`config.mk`:
```
export PLATFORM = sky130hd
export DESIGN_NAME = sgp_ports
export DESIGN_NICKNAME = d
export VERILOG_FILES = /design/src/shared/sgp_pkg.sv /design/src/rtl/sgp_ports.sv
export SDC_FILE = /design/constraint.sdc
export NUM_CORES = 1
export LEC_CHECK = 0
export BUFFER_PORTS_ARGS = -buffer_cell sky130_fd_sc_hd__clkbuf_2
export CORE_MARGIN = 3
export CORE_UTILIZATION = 51
export DETAILED_ROUTE_END_ITERATION = 10
export PLACE_DENSITY_LB_ADDON = 0.05
export SYNTH_ARGS = -nofsm -noshare
export SYNTH_HDL_FRONTEND = slang
export SYNTH_SLANG_ARGS = --single-unit
```
`constraint.sdc`:
```
create_clock -name clk_sys -period 4.1 [get_ports clk_sys]
set_input_delay 0 -clock clk_sys [delete_from_list [all_inputs] [get_ports clk_sys]]
set_output_delay 0 -clock clk_sys [all_outputs]
set_load 0.05 [all_outputs]
```
`src/shared/sgp_pkg.sv`:
```
// sgp_pkg: register map, field layout and carrier types of the shared gpio ports e, f and g
// assumes an 8-bit register port with byte offsets; direction offsets are coined
package sgp_pkg;

	localparam int SGP_ADDR_W = 8;
	localparam int SGP_DATA_W = 8;
	localparam int SGP_PE_W = 8;
	localparam int SGP_PF_W = 6;
	localparam int SGP_PG_W = 4;

	// register offsets
	localparam logic [7:0] SGP_OFS_PORT_E_DATA = 8'h08;
	localparam logic [7:0] SGP_OFS_PORT_F_DATA = 8'h09;
	localparam logic [7:0] SGP_OFS_PORT_G_DATA = 8'h0A;
	localparam logic [7:0] SGP_OFS_PORT_E_DIR = 8'h0C;
	localparam logic [7:0] SGP_OFS_PORT_F_DIR = 8'h0D;
	localparam logic [7:0] SGP_OFS_PORT_G_DIR = 8'h0E;

	// reset values
	localparam logic [7:0] SGP_RST_PORT_E_DIR = 8'h00;
	localparam logic [5:0] SGP_RST_PORT_F_DIR = 6'h00;
	localparam logic [3:0] SGP_RST_PORT_G_DIR = 4'h0;
	localparam logic [7:0] SGP_RST_READ = 8'h00;

	// port e pin positions
	localparam int SGP_PE_TCH_LO = 4;
	localparam int SGP_PE_TIMER_EXTERNAL_CLOCK = 3;
	localparam int SGP_PE_TXD = 2;
	localparam int SGP_PE_RXD = 1;
	// port f pin positions
	localparam int SGP_PF_MISO = 3;
	localparam int SGP_PF_MOSI = 2;
	localparam int SGP_PF_SPSCK = 1;
	localparam int SGP_PF_SS = 0;

	// prescaler code that picks the external timer clock
	localparam logic [2:0] SGP_PS_EXT_CLK = 3'h7;

	// register bus request
	typedef struct packed {
		logic [7:0] addr;
		logic [7:0] wdata;
		logic wr;
		logic rd;
	} sgp_bus_req_t;

	// peripheral claims and drive values
	typedef struct packed {
		logic [3:0] tch_own;
		logic [3:0] tch_out_en;
		logic [3:0] tch_out;
		logic [2:0] timer_prescaler_select;
		logic serial_unit_enable;
		logic serial_txd;
		logic spi_unit_enable;
		logic spi_master_select;
		logic [2:0] spi_out_en;
		logic [2:0] spi_out;
	} sgp_periph_t;

endpackage

```
`src/rtl/sgp_ports.sv`:
```
// sgp_ports: data latches, direction registers and pin muxing for ports e, f and g
// assumes a single-cycle register port on clk_sys and pins from off chip
//
// Summary of operation
// port e eight pins, port f six, port g four, each with latch and direction
// direction one drives latch onto pin; zero leaves pin as high-impedance input
// every reset clears all direction bits so every pin starts as input
// port e data read returns latch where direction one, pin where zero
// port f data read returns latch where direction one, pin where zero
// port g data read returns latch where direction one, pin where zero
// data writes always update the latches regardless of direction
// writing an input pin's data bit changes only the latch, not pin readback
// reset leaves port f and port g latches unchanged
// port e pins 7..4 are timer channels 3..0 when claimed, else gpio
// peripheral-owned pins ignore direction for drive; direction still picks readback
// port e pin 3 feeds timer external clock when prescaler selects it
// port e pin 2 carries serial transmit while serial enable set
// port e pin 1 feeds serial receive while serial enable set
// with spi enabled port f pins 3,2,1 carry miso, mosi, spsck
// port f pin 0 is slave select unless spi disabled or master mode
// with spi enabled direction bit zero of port f has no effect on slave select
// software should load latch before raising a direction bit
// pin levels pass a two-stage synchroniser before readback
`timescale 1ns/10ps

module sgp_ports
	import sgp_pkg::*;
(
	// clock and reset
	input wire logic clk_sys,
	input wire logic rst,
	// register port
	input wire sgp_bus_req_t bus_req,
	output logic [7:0] rdata,
	// peripheral side
	input wire sgp_periph_t periph,
	output logic [3:0] tch_in,
	output logic timer_external_clock,
	output logic serial_rxd,
	output logic [2:0] spi_in,
	output logic spi_slave_select_n,
	// port e pins
	input wire logic [SGP_PE_W-1:0] pe_in,
	output logic [SGP_PE_W-1:0] pe_out,
	output logic [SGP_PE_W-1:0] pe_oe,
	// port f pins
	input wire logic [SGP_PF_W-1:0] pf_in,
	output logic [SGP_PF_W-1:0] pf_out,
	output logic [SGP_PF_W-1:0] pf_oe,
	// port g pins
	input wire logic [SGP_PG_W-1:0] pg_in,
	output logic [SGP_PG_W-1:0] pg_out,
	output logic [SGP_PG_W-1:0] pg_oe
);

	logic [SGP_PE_W-1:0] port_e_data_latch;
	logic [SGP_PF_W-1:0] port_f_data_latch;
	logic [SGP_PG_W-1:0] port_g_data_latch;
	logic [SGP_PE_W-1:0] port_e_direction;
	logic [SGP_PF_W-1:0] port_f_direction;
	logic [SGP_PG_W-1:0] port_g_direction;
	logic [SGP_PE_W-1:0] pe_meta;
	logic [SGP_PE_W-1:0] pe_sync;
	logic [SGP_PF_W-1:0] pf_meta;
	logic [SGP_PF_W-1:0] pf_sync;
	logic [SGP_PG_W-1:0] pg_meta;
	logic [SGP_PG_W-1:0] pg_sync;
	logic [SGP_PE_W-1:0] pe_own;
	logic [SGP_PE_W-1:0] pe_pval;
	logic [SGP_PE_W-1:0] pe_poe;
	logic [SGP_PF_W-1:0] pf_own;
	logic [SGP_PF_W-1:0] pf_pval;
	logic [SGP_PF_W-1:0] pf_poe;
	logic [7:0] next_rdata;
	logic [SGP_PE_W-1:0] next_pe_out;
	logic [SGP_PE_W-1:0] next_pe_oe;
	logic [SGP_PF_W-1:0] next_pf_out;
	logic [SGP_PF_W-1:0] next_pf_oe;
	logic spi_slave_owns;
	logic timer_external_clock_picked;
	// wide working copies of the port f drive
	logic [7:0] pf_out_wide;
	logic [7:0] pf_oe_wide;
	// port g has no peripheral, its pads follow the registers
	logic [SGP_PG_W-1:0] next_pg_out;
	logic [SGP_PG_W-1:0] next_pg_oe;
	// next values of the peripheral feeds
	logic [3:0] next_tch_in;
	logic next_timer_external_clock;
	logic next_serial_rxd;
	logic [2:0] next_spi_in;
	logic next_spi_slave_select_n;
	// per-port readback
	logic [7:0] rd_port_e;
	logic [7:0] rd_port_f;
	logic [7:0] rd_port_g;

	// per-bit readback choice shared by all three ports
	function automatic logic [7:0] read_mux(input logic [7:0] latch, input logic [7:0] dir,
		input logic [7:0] pin);
		read_mux = (latch & dir) | (pin & ~dir);
	endfunction

	// per-bit pick between a peripheral and the port registers
	function automatic logic [7:0] own_mux(input logic [7:0] own, input logic [7:0] by_periph,
		input logic [7:0] by_port);
		own_mux = (own & by_periph) | (~own & by_port);
	endfunction

	// write strobe aimed at one offset
	function automatic logic wr_hit(input sgp_bus_req_t r, input logic [7:0] ofs);
		wr_hit = r.wr && (r.addr == ofs);
	endfunction

	// narrow ports read zero in their unused upper bits
	function automatic logic [7:0] widen_f(input logic [SGP_PF_W-1:0] v);
		widen_f = {{(8-SGP_PF_W){1'h0}}, v};
	endfunction

	function automatic logic [7:0] widen_g(input logic [SGP_PG_W-1:0] v);
		widen_g = {{(8-SGP_PG_W){1'h0}}, v};
	endfunction

	// port e synchroniser; first stage feeds only the second
	always_ff @(posedge clk_sys or posedge rst) begin
		if (rst) begin
			pe_meta <= '0;
			pe_sync <= '0;
		end else begin
			pe_meta <= pe_in;
			pe_sync <= pe_meta;
		end
	end

	// port f synchroniser
	always_ff @(posedge clk_sys or posedge rst) begin
		if (rst) begin
			pf_meta <= '0;
			pf_sync <= '0;
		end else begin
			pf_meta <= pf_in;
			pf_sync <= pf_meta;
		end
	end

	// port g synchroniser
	always_ff @(posedge clk_sys or posedge rst) begin
		if (rst) begin
			pg_meta <= '0;
			pg_sync <= '0;
		end else begin
			pg_meta <= pg_in;
			pg_sync <= pg_meta;
		end
	end

	// latches have no reset: they keep their value across reset
	always_ff @(posedge clk_sys) begin
		if (wr_hit(bus_req, SGP_OFS_PORT_E_DATA)) begin
			port_e_data_latch <= bus_req.wdata;
		end
	end

	// port f latch
	always_ff @(posedge clk_sys) begin
		if (wr_hit(bus_req, SGP_OFS_PORT_F_DATA)) begin
			port_f_data_latch <= bus_req.wdata[SGP_PF_W-1:0];
		end
	end

	// port g latch
	always_ff @(posedge clk_sys) begin
		if (wr_hit(bus_req, SGP_OFS_PORT_G_DATA)) begin
			port_g_data_latch <= bus_req.wdata[SGP_PG_W-1:0];
		end
	end

	// port e direction
	always_ff @(posedge clk_sys or posedge rst) begin
		if (rst) begin
			port_e_direction <= SGP_RST_PORT_E_DIR;
		end else if (wr_hit(bus_req, SGP_OFS_PORT_E_DIR)) begin
			port_e_direction <= bus_req.wdata;
		end
	end

	// port f direction
	always_ff @(posedge clk_sys or posedge rst) begin
		if (rst) begin
			port_f_direction <= SGP_RST_PORT_F_DIR;
		end else if (wr_hit(bus_req, SGP_OFS_PORT_F_DIR)) begin
			port_f_direction <= bus_req.wdata[SGP_PF_W-1:0];
		end
	end

	// port g direction
	always_ff @(posedge clk_sys or posedge rst) begin
		if (rst) begin
			port_g_direction <= SGP_RST_PORT_G_DIR;
		end else if (wr_hit(bus_req, SGP_OFS_PORT_G_DIR)) begin
			port_g_direction <= bus_req.wdata[SGP_PG_W-1:0];
		end
	end

	// prescaler pick of the external timer clock, used by ownership and feed
	always_comb begin
		timer_external_clock_picked = (periph.timer_prescaler_select == SGP_PS_EXT_CLK);
	end

	// peripheral ownership of port e
	always_comb begin
		pe_own = '0;
		pe_pval = '0;
		pe_poe = '0;
		pe_own[SGP_PE_W-1:SGP_PE_TCH_LO] = periph.tch_own;
		pe_pval[SGP_PE_W-1:SGP_PE_TCH_LO] = periph.tch_out;
		pe_poe[SGP_PE_W-1:SGP_PE_TCH_LO] = periph.tch_out_en;
		// external clock pin stays an input while selected
		pe_own[SGP_PE_TIMER_EXTERNAL_CLOCK] = timer_external_clock_picked;
		pe_own[SGP_PE_TXD] = periph.serial_unit_enable;
		pe_pval[SGP_PE_TXD] = periph.serial_txd;
		pe_poe[SGP_PE_TXD] = periph.serial_unit_enable;
		pe_own[SGP_PE_RXD] = periph.serial_unit_enable;
	end

	// peripheral ownership of port f
	always_comb begin
		spi_slave_owns = periph.spi_unit_enable && !periph.spi_master_select;
		pf_own = '0;
		pf_pval = '0;
		pf_poe = '0;
		pf_own[SGP_PF_MISO:SGP_PF_SPSCK] = {3{periph.spi_unit_enable}};
		pf_pval[SGP_PF_MISO:SGP_PF_SPSCK] = periph.spi_out;
		pf_poe[SGP_PF_MISO:SGP_PF_SPSCK] = periph.spi_out_en & {3{periph.spi_unit_enable}};
		// pin 0 driver stays off whenever spi is on, even in master mode
		pf_own[SGP_PF_SS] = periph.spi_unit_enable;
	end

	// pin drive: direction only where no peripheral owns the pin
	always_comb begin
		next_pe_out = own_mux(pe_own, pe_pval, port_e_data_latch);
		next_pe_oe = own_mux(pe_own, pe_poe, port_e_direction);
		pf_out_wide = own_mux(widen_f(pf_own), widen_f(pf_pval),
			widen_f(port_f_data_latch));
		pf_oe_wide = own_mux(widen_f(pf_own), widen_f(pf_poe),
			widen_f(port_f_direction));
		next_pf_out = pf_out_wide[SGP_PF_W-1:0];
		next_pf_oe = pf_oe_wide[SGP_PF_W-1:0];
		// no peripheral on port g: direction alone decides
		next_pg_out = port_g_data_latch;
		next_pg_oe = port_g_direction;
	end

	// port e pads; registered so enables never glitch, at one cycle of latency
	always_ff @(posedge clk_sys or posedge rst) begin
		if (rst) begin
			pe_out <= '0;
			pe_oe <= '0;
		end else begin
			pe_out <= next_pe_out;
			pe_oe <= next_pe_oe;
		end
	end

	// port f pads
	always_ff @(posedge clk_sys or posedge rst) begin
		if (rst) begin
			pf_out <= '0;
			pf_oe <= '0;
		end else begin
			pf_out <= next_pf_out;
			pf_oe <= next_pf_oe;
		end
	end

	// port g pads
	always_ff @(posedge clk_sys or posedge rst) begin
		if (rst) begin
			pg_out <= '0;
			pg_oe <= '0;
		end else begin
			pg_out <= next_pg_out;
			pg_oe <= next_pg_oe;
		end
	end

	// synchronised pin levels toward peripherals, gated by ownership
	always_comb begin
		next_tch_in = pe_sync[SGP_PE_W-1:SGP_PE_TCH_LO] & periph.tch_own;
		next_timer_external_clock = pe_sync[SGP_PE_TIMER_EXTERNAL_CLOCK] & timer_external_clock_picked;
		next_serial_rxd = periph.serial_unit_enable ? pe_sync[SGP_PE_RXD] : 1'b1;
		next_spi_in = periph.spi_unit_enable ? pf_sync[SGP_PF_MISO:SGP_PF_SPSCK] : 3'h0;
		next_spi_slave_select_n = spi_slave_owns ? pf_sync[SGP_PF_SS] : 1'b1;
	end

	// timer feeds read low while their pins are not claimed
	always_ff @(posedge clk_sys or posedge rst) begin
		if (rst) begin
			tch_in <= '0;
			timer_external_clock <= 1'b0;
		end else begin
			tch_in <= next_tch_in;
			timer_external_clock <= next_timer_external_clock;
		end
	end

	// receive idles high so a disabled receiver never sees a start bit
	always_ff @(posedge clk_sys or posedge rst) begin
		if (rst) begin
			serial_rxd <= 1'b1;
		end else begin
			serial_rxd <= next_serial_rxd;
		end
	end

	// spi feeds; select idles high, that is not selected
	always_ff @(posedge clk_sys or posedge rst) begin
		if (rst) begin
			spi_in <= '0;
			spi_slave_select_n <= 1'b1;
		end else begin
			spi_in <= next_spi_in;
			spi_slave_select_n <= next_spi_slave_select_n;
		end
	end

	// per-port readback; direction always picks latch or pin, ownership aside
	always_comb begin
		rd_port_e = read_mux(port_e_data_latch, port_e_direction, pe_sync);
		rd_port_f = read_mux(widen_f(port_f_data_latch), widen_f(port_f_direction),
			widen_f(pf_sync));
		rd_port_g = read_mux(widen_g(port_g_data_latch), widen_g(port_g_direction),
			widen_g(pg_sync));
	end

	// read decode; idle cycles and unmapped offsets return zero
	always_comb begin
		next_rdata = SGP_RST_READ;
		if (bus_req.rd) begin
			case (bus_req.addr)
				SGP_OFS_PORT_E_DATA: begin
					next_rdata = rd_port_e;
				end
				SGP_OFS_PORT_F_DATA: begin
					next_rdata = rd_port_f;
				end
				SGP_OFS_PORT_G_DATA: begin
					next_rdata = rd_port_g;
				end
				// direction registers read back as written
				SGP_OFS_PORT_E_DIR: begin
					next_rdata = port_e_direction;
				end
				SGP_OFS_PORT_F_DIR: begin
					next_rdata = widen_f(port_f_direction);
				end
				SGP_OFS_PORT_G_DIR: begin
					next_rdata = widen_g(port_g_direction);
				end
				default: begin
					next_rdata = SGP_RST_READ;
				end
			endcase
		end
	end

	// read data holds only for the cycle after the strobe
	always_ff @(posedge clk_sys or posedge rst) begin
		if (rst) begin
			rdata <= SGP_RST_READ;
		end else begin
			rdata <= next_rdata;
		end
	end

endmodule // sgp_ports

```
-- Word level (Yosys, flattened, before mapping)
Cells that the tools add are included.
- add/subtract/negate cells: 0
- multipliers: 0
- div/mod/pow operators: 0
- $lt $le $gt $ge: 0
- equality and inequality tests: 7
- shift-type cells: 0
- mux-type cells: 5
- bitwise gates (word level): 29
- reduce and logical (&&, ||, !) cells: 8
- operators by type and width (cell ; count):
    AND 8 bit ; 6
    equality test 8 x 4 -> 1 bit (second input constant) ; 6
    case mux 8 bit (6 select lines) ; 1
    OR 8 bit ; 3
    AND 6 bit ; 3
    AND 4 bit ; 4
    inverter 8 bit ; 2
    OR 4 x 6 -> 6 bit ; 2
    AND 4 x 8 -> 8 bit ; 1
    AND 6 x 8 -> 8 bit ; 1
    2-to-1 mux 8 bit ; 1
    inverter 4 -> 8 bit ; 1
    inverter 6 -> 8 bit ; 1
    OR 4 x 8 -> 8 bit ; 1
    OR 6 x 8 -> 8 bit ; 1
    logical AND 1 bit ; 7
    inverter 4 -> 6 bit ; 1
    AND 3 bit ; 1
    equality test 3 bit (second input constant) ; 1
    2-to-1 mux 3 bit ; 1
    2-to-1 mux 1 bit ; 2
    AND 1 bit ; 1
    logical NOT 1 bit ; 1
- register bits: 126
- bits in latches: 0
- bits in writable memories: 0
- bits in read-only memories: 0
- bits of input ports: 63
- output and inout port bits: 54
- logic and storage cells: 73
- memories kept: 0

-- Depth between registers and ports, before layout
Gate-level depths: netlist of the first run.
- depth after elaboration: 5
- gate-level depth with buffers: 6

-- Least setup slack after synthesis of the first run
OpenSTA, ideal clock, no wires.
- path kind: in2reg
- start point: input port bus_req[15] in the netlist's numbering
- end point: register port_e_data_latch[0] (enable)
- data arrival time: 1619 ps
- required time: 3717 ps
- slack: 2097 ps
- stages on the path: 4
- cells stage by stage: or4_4 -> buf_6 -> or3_1 -> nor3_1
- longest elaborated chain between the ends: 2
- ends and longest elaborated chain (element ; line ; source):
    start, declared ; sgp_ports.sv:33 ; input wire sgp_bus_req_t bus_req,
    equality test 8 x 4 -> 1 bit ; sgp_ports.sv:112 ; wr_hit = r.wr && (r.addr == ofs);
    logical AND 1 bit ; sgp_ports.sv:112 ;
    end signal, assigned ; sgp_ports.sv:160 ; port_e_data_latch <= bus_req.wdata;
    end, declared ; sgp_ports.sv:56 ; logic [SGP_PE_W-1:0] port_e_data_latch;
No other way between the ends.
A chain may end at the register's enable or synchronous reset.

-- Final worst setup path of the first run
- start point: input port bus_req[0] in the netlist's numbering
- end point: register rdata[4]
- longest elaborated chain between the ends: 1
- ends and longest elaborated chain (element ; line ; source):
    2-to-1 mux 8 bit ; sgp_ports.sv:339 ; if (bus_req.rd) begin
    net next_rdata[4] ; sgp_ports.sv:74 ; logic [7:0] next_rdata;
    end signal, assigned ; sgp_ports.sv:372 ; rdata <= next_rdata;
    end, declared ; sgp_ports.sv:34 ; output logic [7:0] rdata,
The timed path passes the listed nets, and every way through them passes these cells.

==> results of run 1 <==
## final timing paths
kind / from / end / slack, ns / cells after the start
max reg2reg: port_e_data_latch[5] / pe_out[5] / 2.70 / 2
max in group asynchronous: rst / spi_slave_select_n / 2.86 / 4
min in group asynchronous: rst / pe_oe[3] / 0.19 / 3
max: bus_req[0] / rdata[4] / 1.96 / 7
min reg2reg: pf_meta[1] / pf_sync[1] / 0.35 / 0
min: bus_req[1] / next_pg_out[1] / 0.01 / 3
## cells by family (layout without fill, tap and decap cells)
logic type | count (synthesis) | count (layout) | synth area share [%]
muxes | 33 | 33 | 8.69
DFF | 126 | 126 | 75.9
buffers and inverters | 13 | 219 | 1.58
AOI/OAI and AO/OA | 40 | 40 | 6.00
and+or+nand+nor | 61 | 61 | 7.79
## report_power, final
part	internal, uW	switching [uW]
Sequential	1310	19.0
Combinational	99.8	144
Clock	792	497
## routing by layer
metal / routed length, um / share of wire (%)
met5: 0 / 0
met4: 75 / 0.82
met3: 562 / 6.1
met2: 4510 / 49
met1: 4000 / 44
## synthesized netlist by cell type (3+ instances only)
cell      instances
edfxtp_1         18
mux2_1           18
nor2_1           13
a211o_1           3
nand2b_1          6
o21ai_0          21
dfrtp_1         106
clkbuf_1          4
mux2_2           15
inv_1             5
nand2_1          13
and2_1            9
nor3_1            3
a21oi_1           6
a21oi_2           3
nor2b_1           4
## state kept, by name, indices dropped and copies added, names as in the netlist, 8 cells and up
register           flops
pe_meta                8
pe_oe                  8
pe_out                 8
pe_sync                8
port_e_data_latch      8
port_e_direction       8
rdata                  8
## cell usage in the layout, fill, tap and decap left out, types with 3 or more instances in the layout
master	synthesis	routed
edfxtp_1	18	18
inv_4	0	3
nor2_1	13	13
nand2_1	13	13
clkinv_2	0	6
clkbuf_16	0	16
dfrtp_1	106	106
nor2b_1	4	4
a21oi_2	3	3
a21oi_1	6	6
nand2b_1	6	6
mux2_1	18	18
inv_1	5	4
a211o_1	3	3
dlygate4sd3_1	0	66
clkbuf_2	0	116
and2_1	9	9
o21ai_0	21	21
mux2_2	15	15
## worst max-delay path, cell delays in order
cell           delay [ns]
dlygate4sd3_1        0.52
clkbuf_2             0.09
nand2_1              0.10
dlygate4sd3_1        0.58
or3_1                0.33
dlygate4sd3_1        0.60
a311oi_1             0.29
## final cells by class
type	count	area share [%]
Clock buffer	19	6.88
Clock inverter	12	1.57
Inverter	5	0.347
Multi-Input combinational cell	134	15.8
Sequential cell	126	53.0
Tap cell	102	2.08
Timing Repair Buffer	183	20.4
## stage by stage
step                      cell area, sq um  worst slack, ns
after CTS                             6130             2.01
final                                 6130             1.96
after detailed placement              4950             2.01
after floorplan                       4270             1.26
after global placement                4950             2.05
after global routing                  6130             1.91
==> results.txt, run 1 <==
Share of cells above drive strength 1 - 36.5%
Warnings from Yosys - 0
CP required - 4.47 ns
Largest cells by area after synthesis - dfrtp_1 62%, edfxtp_1 13%, mux2_1 4.7%
Dominant cell type by area after synthesis - dfrtp_1
Total iterations of the first detailed-routing run - 4
VDD IR max - 302 uV
Tcrit/Tclk final - 52.1%
Initial antenna violation count - 0
Met1 Track Usage GR - 28.7%
CTS root buffer - clkbuf_8
H-tree levels - 4
GR Layer Usage met3 - 6.68%
Final Critical Period - 2.14 ns
Crit path max fanout - 4
Post-CTS Setup Repair Bufs - 0
Relative slew margins - 37.3%
IO Port Bufs - 116
Clock tree buffer depth - 2
Async SR Flop Fraction - 85.7%
DRC - 0
Worst Setup End Kind - flip-flop
Core Area - 0.00793 sq mm
Die Wd - 97.5 um
Antenna Nets Post-Route - 0
Total wire length - 9150 um
Worst skew pair latency - 0.50 ns
Grt total ovfl - 0
Clk slew on worst S/H paths - 0.05 ns
CP arrival - 2.51 ns
Dpl cells - 484
Starting Density - 53.9%
Row cnt - 32
Clock buffer count from CTS - 17
WS Path Type - input port to flip-flop
Final Wtd Congestion - 0.758
Mapped Cells - 273
Avg WL per Cell - 15.8 um
Global-route wire length before repair - 15300 um
Post_cts resized - 0
Final setup viols - 0
DIE AREA - 0.00952 sq mm
Cell Area, Synth - 0.00427 sq mm
Max Cap Viol - 0
Setup TNS - 0 ns
Highest clock rate - 468 MHz
GRT Util Overall - 21.1%
CTS tree - done
# fillers - 493
CTS hold repair buffers - 66
Fin. Hold Viols - 0
Sequential cell area - 0.00325 sq mm
Synth Register Bits - 126
# IOs - 117
Initial drt markers - 155
Via count - 2814
Area of the multi-input gates - 966 sq um
Outcome - complete, no violations
Post-route insts no fill - 581
Netlist cell types - 36
Number of flops mapped to enable cells by yosys - 18
Pin count of the biggest net entering global routing - 64
Post-synthesis area per instance - 15.7 sq um
CTS sink cnt - 126
Hold Crit Class - input port to flip-flop
Worst hold margin - 0.0118 ns
Ys flop type - dfrtp_1
Busiest grt layer - met2
Die height - 97.5 um
Critical path startpoint category - input port
Final core utilization - 77.3%
Final Net Count - 530
Final Power - 2870 uW
Number of global-route vias before repair - 2979
RSZ-0062 raised after global routing - false
Least-Margin Pin Slew - 0.932 ns
Leak - 0.00295 uW
PD cells - 468 mW/mm^2
Area grow syn2layout - 43.4%
DP HPWL - 5710 um
Sequential share of the synthesized area - 75.9%
Max Slew Vio Count - 0
Skew final - 0.00552 ns
Diode count - 0
Syn_nets - 336
M2 GR Usage - 32.6%
Vias per std cell - 4.84
Synth top area share - 62.1%
Note: power is estimated with default switching activity, not from simulation.
==> run 2, diff against run 1 <==
Settings changed: CORE_UTILIZATION 51 to 46.
Clock period 4.1 ns to 1.8 ns, I/O delays scaled along.
==> run 2 against run 1 <==
  * Setup slack worse by 2.0 ns
  * Sequential share of layout area down 2.9 points
  * Critical path depth unchanged
  * Final cell count up 5.2%
  * Combinational power up 150%
  * Via count up 5.3%
  * Hold slack better by 0.031 ns
  * Die area up 10%
  * Final area up 5.8%
  * First-iteration DRC count down 51%
  * Utilization down 4.4 points
==> results.txt, run 2 (synthesis gave the netlist of run 1 again) <==
RSZ-0062 raised after global routing - true
Vias per std cell - 4.85
Share of cells above drive strength 1 - 38.2%
PD cells - 1090 mW/mm^2
Total wire length - 9600 um
Critical path startpoint category - input port
Post-route insts no fill - 611
Final Wtd Congestion - 0.729
Diode count - 0
Fin. Hold Viols - 0
Dpl cells - 505
CP required - 2.17 ns
Leading cell type in the layout, fill and taps excluded - clkbuf_2
Number of global-route vias before repair - 3125
Crit path max fanout - 8
Max Slew Vio Count - 0
Initial antenna violation count - 0
Pin count of the biggest net entering global routing - 34
CP max-delay cell - or4_4
Post-route cell area - 0.00648 sq mm
Clk slew on worst S/H paths - 0.06 ns
Die height - 102 um
Leak - 0.00312 uW
Worst skew pair latency - 0.49 ns
Global-route wire length before repair - 15600 um
Outcome - complete, no violations
Placed Area - 0.00512 sq mm
Crit-path cells - dlygate4sd3_1 > clkbuf_2 > or4_4 > nor3_4 > and3_4 > buf_4 > mux2_1
# IOs - 117
Skew final - 0.00705 ns
Total iterations of the first detailed-routing run - 5
Highest clock rate - 557 MHz
Relative slew margins - 47.5%
Final Net Count - 553
R2R Setup Slk - 0.42 ns
Most frequent cells in the layout - 116 x clkbuf_2, 106 x dfrtp_1, 74 x dlygate4sd3_1
Tcrit/Tclk final - 99.8%
VDD IR max - 675 uV
Crit-path max cell delay - 0.59 ns
CP arrival - 2.16 ns
Starting Density - 48.1%
Max Cap Viol - 0
Setup TNS - 0 ns
Least-Margin Pin Slew - 0.785 ns
Area grow syn2layout - 51.6%
Grt total ovfl - 0
CTS sink cnt - 126
Avg WL per Cell - 15.7 um
DP HPWL - 6160 um
DRC - 0
Row cnt - 34
Final Critical Period - 1.80 ns
Final core utilization - 72.9%
Via count - 2962
Clock buffer count from CTS - 17
GRT Util Overall - 20.0%
WS Path Type - input port to flip-flop
CTS tree - done
IO Port Bufs - 116
Die Wd - 102 um
CTS root buffer - clkbuf_8
H-tree levels - 4
Antenna Nets Post-Route - 0
DIE AREA - 0.0105 sq mm
Final setup viols - 0
Worst Setup End Kind - flip-flop
Hold Crit Class - input port to flip-flop
Core Area - 0.00889 sq mm
Initial drt markers - 76
Clock tree buffer depth - 2
[run 2: metrics by stage]
step / worst slack, ns / hold WS (ns) / power, uW
floorplan: 0.0192 / 0.0314 / 3370
global placement: 0.121 / 0.109 / 3560
CTS: 0.0497 / 0.0274 / 7160
global route: -0.0141 / 0.0695 / 7350
finish: 0.00409 / 0.0432 / 7090
detailed placement: 0.0880 / 0.110 / 3560
[run 2: critical path: cells and delay by family]
family | cells | cell delay [ns]
simple gates | 3 | 1.03
buf+inv | 3 | 0.79
mux | 1 | 0.34
[run 2: layer usage]
metal  up-vias  share of wire [%]  global-route usage (%)  wire [um]
li1       1394                  -                       -          -
met1      1483                 43                    25.7       4130
met2        83                 51                    33.3       4930
met3         2                5.2                    6.35        496
met4         0               0.33                    5.15         32
met5         -                  0                       0          0
[run 2: repair_timing]
action | CTS | global route
hold buffers | 74 | 0
setup buffers | 0 | 0
setup endpoints to repair | 0 | 7
gates resized for setup | 0 | 2
endpoints found under the hold margin | 112 | 0
[run 2: cell type report]
type | instances | area (sq um)
sequential | 126 | 3250
fill | 606 | 2410
timing repair buffer | 206 | 1490
multi-input combinational | 134 | 982
clock buffer | 21 | 439
clock inverter | 11 | 165
tap | 108 | 135
inverter | 5 | 22.5
[run 2: final timing paths]
kind | to | start | cells past startpoint
max in group asynchronous | pe_oe[7] | rst | 4
worst max-delay path | port_e_direction[6] | bus_req[15] | 7
worst max register to register | pe_out[5] | port_e_data_latch[5] | 2
min in group asynchronous | pe_sync[3] | rst | 3
worst min-delay path | next_pg_oe[1] | bus_req[1] | 3
worst min register to register | pe_sync[7] | pe_meta[7] | 0
[run 2: power by group]
part           internal (uW)  switching [uW]
clock network           2280            1180
registers               2990            45.4
logic                    263             335
==> run 3, diff against run 2 <==
Settings changed: CORE_MARGIN 3 to not set, SLEW_MARGIN set to 20.
==> run 3 against run 2 <==
  * The run now ends with design-rule violations left
  * Setup slack better by 0.054 ns
  * Register-to-register slack barely moved
  * Final area is 0.42% lower
  * First-iteration DRC count up 41%
  * Via count fell by 0.91%
  * Hold slack better by 0.084 ns
  * Final cell count down 0.82%
  * Combinational power is 3.5% lower
  * Routed wire length fell by 2.7%
  * Clock skew decreased by 0.0011 ns
  * Sequential share of layout area up 0.21 points
  * Die area down 7.7%
  * Largest cell class unchanged
  * Largest power group unchanged
  * Highest routed layer unchanged
==> results.txt, run 3 (synthesis gave the netlist of run 1 again) <==
Final Critical Period - 1.74 ns
Die Wd - 98.4 um
Clock buffer count from CTS - 17
Most frequent cells in the layout - 116 x clkbuf_2, 106 x dfrtp_1, 75 x dlygate4sd3_1
Crit path max fanout - 8
Met1 Track Usage GR - 26.9%
Max Slew Vio Count - 0
Leak - 0.00311 uW
CP required - 2.01 ns
Setup ws final - 0.0580 ns
Highest clock rate - 574 MHz
Area grow syn2layout - 51.0%
CP arrival - 1.96 ns
Least-Margin Pin Slew - 0.569 ns
Clk slew on worst S/H paths - 0.06 ns
DIE AREA - 0.00968 sq mm
Die height - 98.4 um
Setup WS pre-CTS - 0.0884 ns
Pin count of the biggest net entering global routing - 109
Dpl cells - 499
Failing checks - design-rule violations
Starting Density - 48.3%
Initial drt markers - 107
PD cells - 1130 mW/mm^2
CTS tree - done
Clock tree buffer depth - 2
Setup TNS - 0 ns
Antenna Nets Post-Route - 0
WS Path Type - input port to flip-flop
Relative slew margins - 62.0%
Worst skew pair latency - 0.52 ns
Share of cells above drive strength 1 - 37.8%
Row cnt - 34
DP HPWL - 5600 um
Critical path startpoint category - input port
Sequential cell area - 0.00325 sq mm
Skew final - 0.00593 ns
M2 GR Usage - 33.9%
Grt total ovfl - 0
Post-CTS Setup Repair Bufs - 0
IO Port Bufs - 116
GRT Util Overall - 21.0%
Total wire length - 9340 um
Final Wtd Congestion - 0.714
Number of global-route vias before repair - 3035
Global-route wire length before repair - 15000 um
RSZ-0062 raised after global routing - false
Leading cell type in the layout, fill and taps excluded - clkbuf_2
Final setup viols - 0
Diode count - 0
Core Area - 0.00885 sq mm
Initial antenna violation count - 0
Tcrit/Tclk final - 96.8%
Post-route insts no fill - 606
Worst Setup End Kind - flip-flop
Final Net Count - 548
Outcome - finished, violations left
H-tree levels - 4
Avg WL per Cell - 15.4 um
Fin. Hold Viols - 0
Via count - 2935
# IOs - 117
Area of the multi-input gates - 982 sq um
VDD IR max - 696 uV
Max Cap Viol - 0
CTS sink cnt - 126
GR Layer Usage met3 - 6.01%
Hold Crit Class - input port to flip-flop
DRC - 7
CTS root buffer - clkbuf_8
Vias per std cell - 4.84
# fillers - 616
Busiest grt layer - met2
Final core utilization - 72.9%
Total iterations of the first detailed-routing run - 9
[run 3: area by class of cell]
class,count,share of cell area [%]
Tap cell,108,2.09
Timing Repair Buffer,201,22.0
Inverter,5,0.349
Clock inverter,9,2.35
Clock buffer,23,7.72
Sequential cell,126,50.3
Multi-Input combinational cell,134,15.2
[run 3: repair_timing]
action	in CTS	in global routing
setup endpoints to repair	0	6
hold endpoints to repair	196	0
hold buffers	75	0
gates resized for setup	0	2
[run 3: per-stage QoR]
| stage | hold slack (ns) | area [sq um] | total power [uW] |
|---|---|---|---|
| after floorplan | 0.0314 | 4290 | 3370 |
| after global placement | 0.108 | 5040 | 3530 |
| after detailed placement | 0.110 | 5040 | 3540 |
| after CTS | 0.111 | 6440 | 7340 |
| after global routing | 0.102 | 6450 | 7520 |
| final | 0.127 | 6450 | 7280 |
[run 3: path summary, 6_finish.rpt]
path / startpoint / to / slack (ns) / cells after the start
setup / recovery: bus_req[15] / port_e_data_latch[6] / 0.06 / 6
hold / removal: pe_in[2] / pe_meta[2] / 0.13 / 2
setup reg to reg: port_f_data_latch[2] / pf_out[2] / 0.42 / 2
hold reg to reg: pf_meta[0] / pf_sync[0] / 0.35 / 0
max in group asynchronous: rst / spi_in[0] / 1.18 / 4
min in group asynchronous: rst / pe_sync[7] / 0.17 / 4
[run 3: metal layers]
metal | up-vias | wire length, um
met1 | 1462 | 4070
met4 | 0 | 103
li1 | 1378 | -
met3 | 9 | 428
met2 | 86 | 4740
met5 | - | 0
[run 3: worst max-delay path, stage by stage]
cell,delay [ns]
dlygate4sd3_1,0.54
clkbuf_2,0.11
or4_4,0.59
or3_4,0.41
nor3_2,0.10
buf_4,0.21
[run 3: power by group]
group / switching [uW] / internal (uW)
sequential: 45.5 / 2990
combinational: 330 / 246
clock: 1190 / 2480
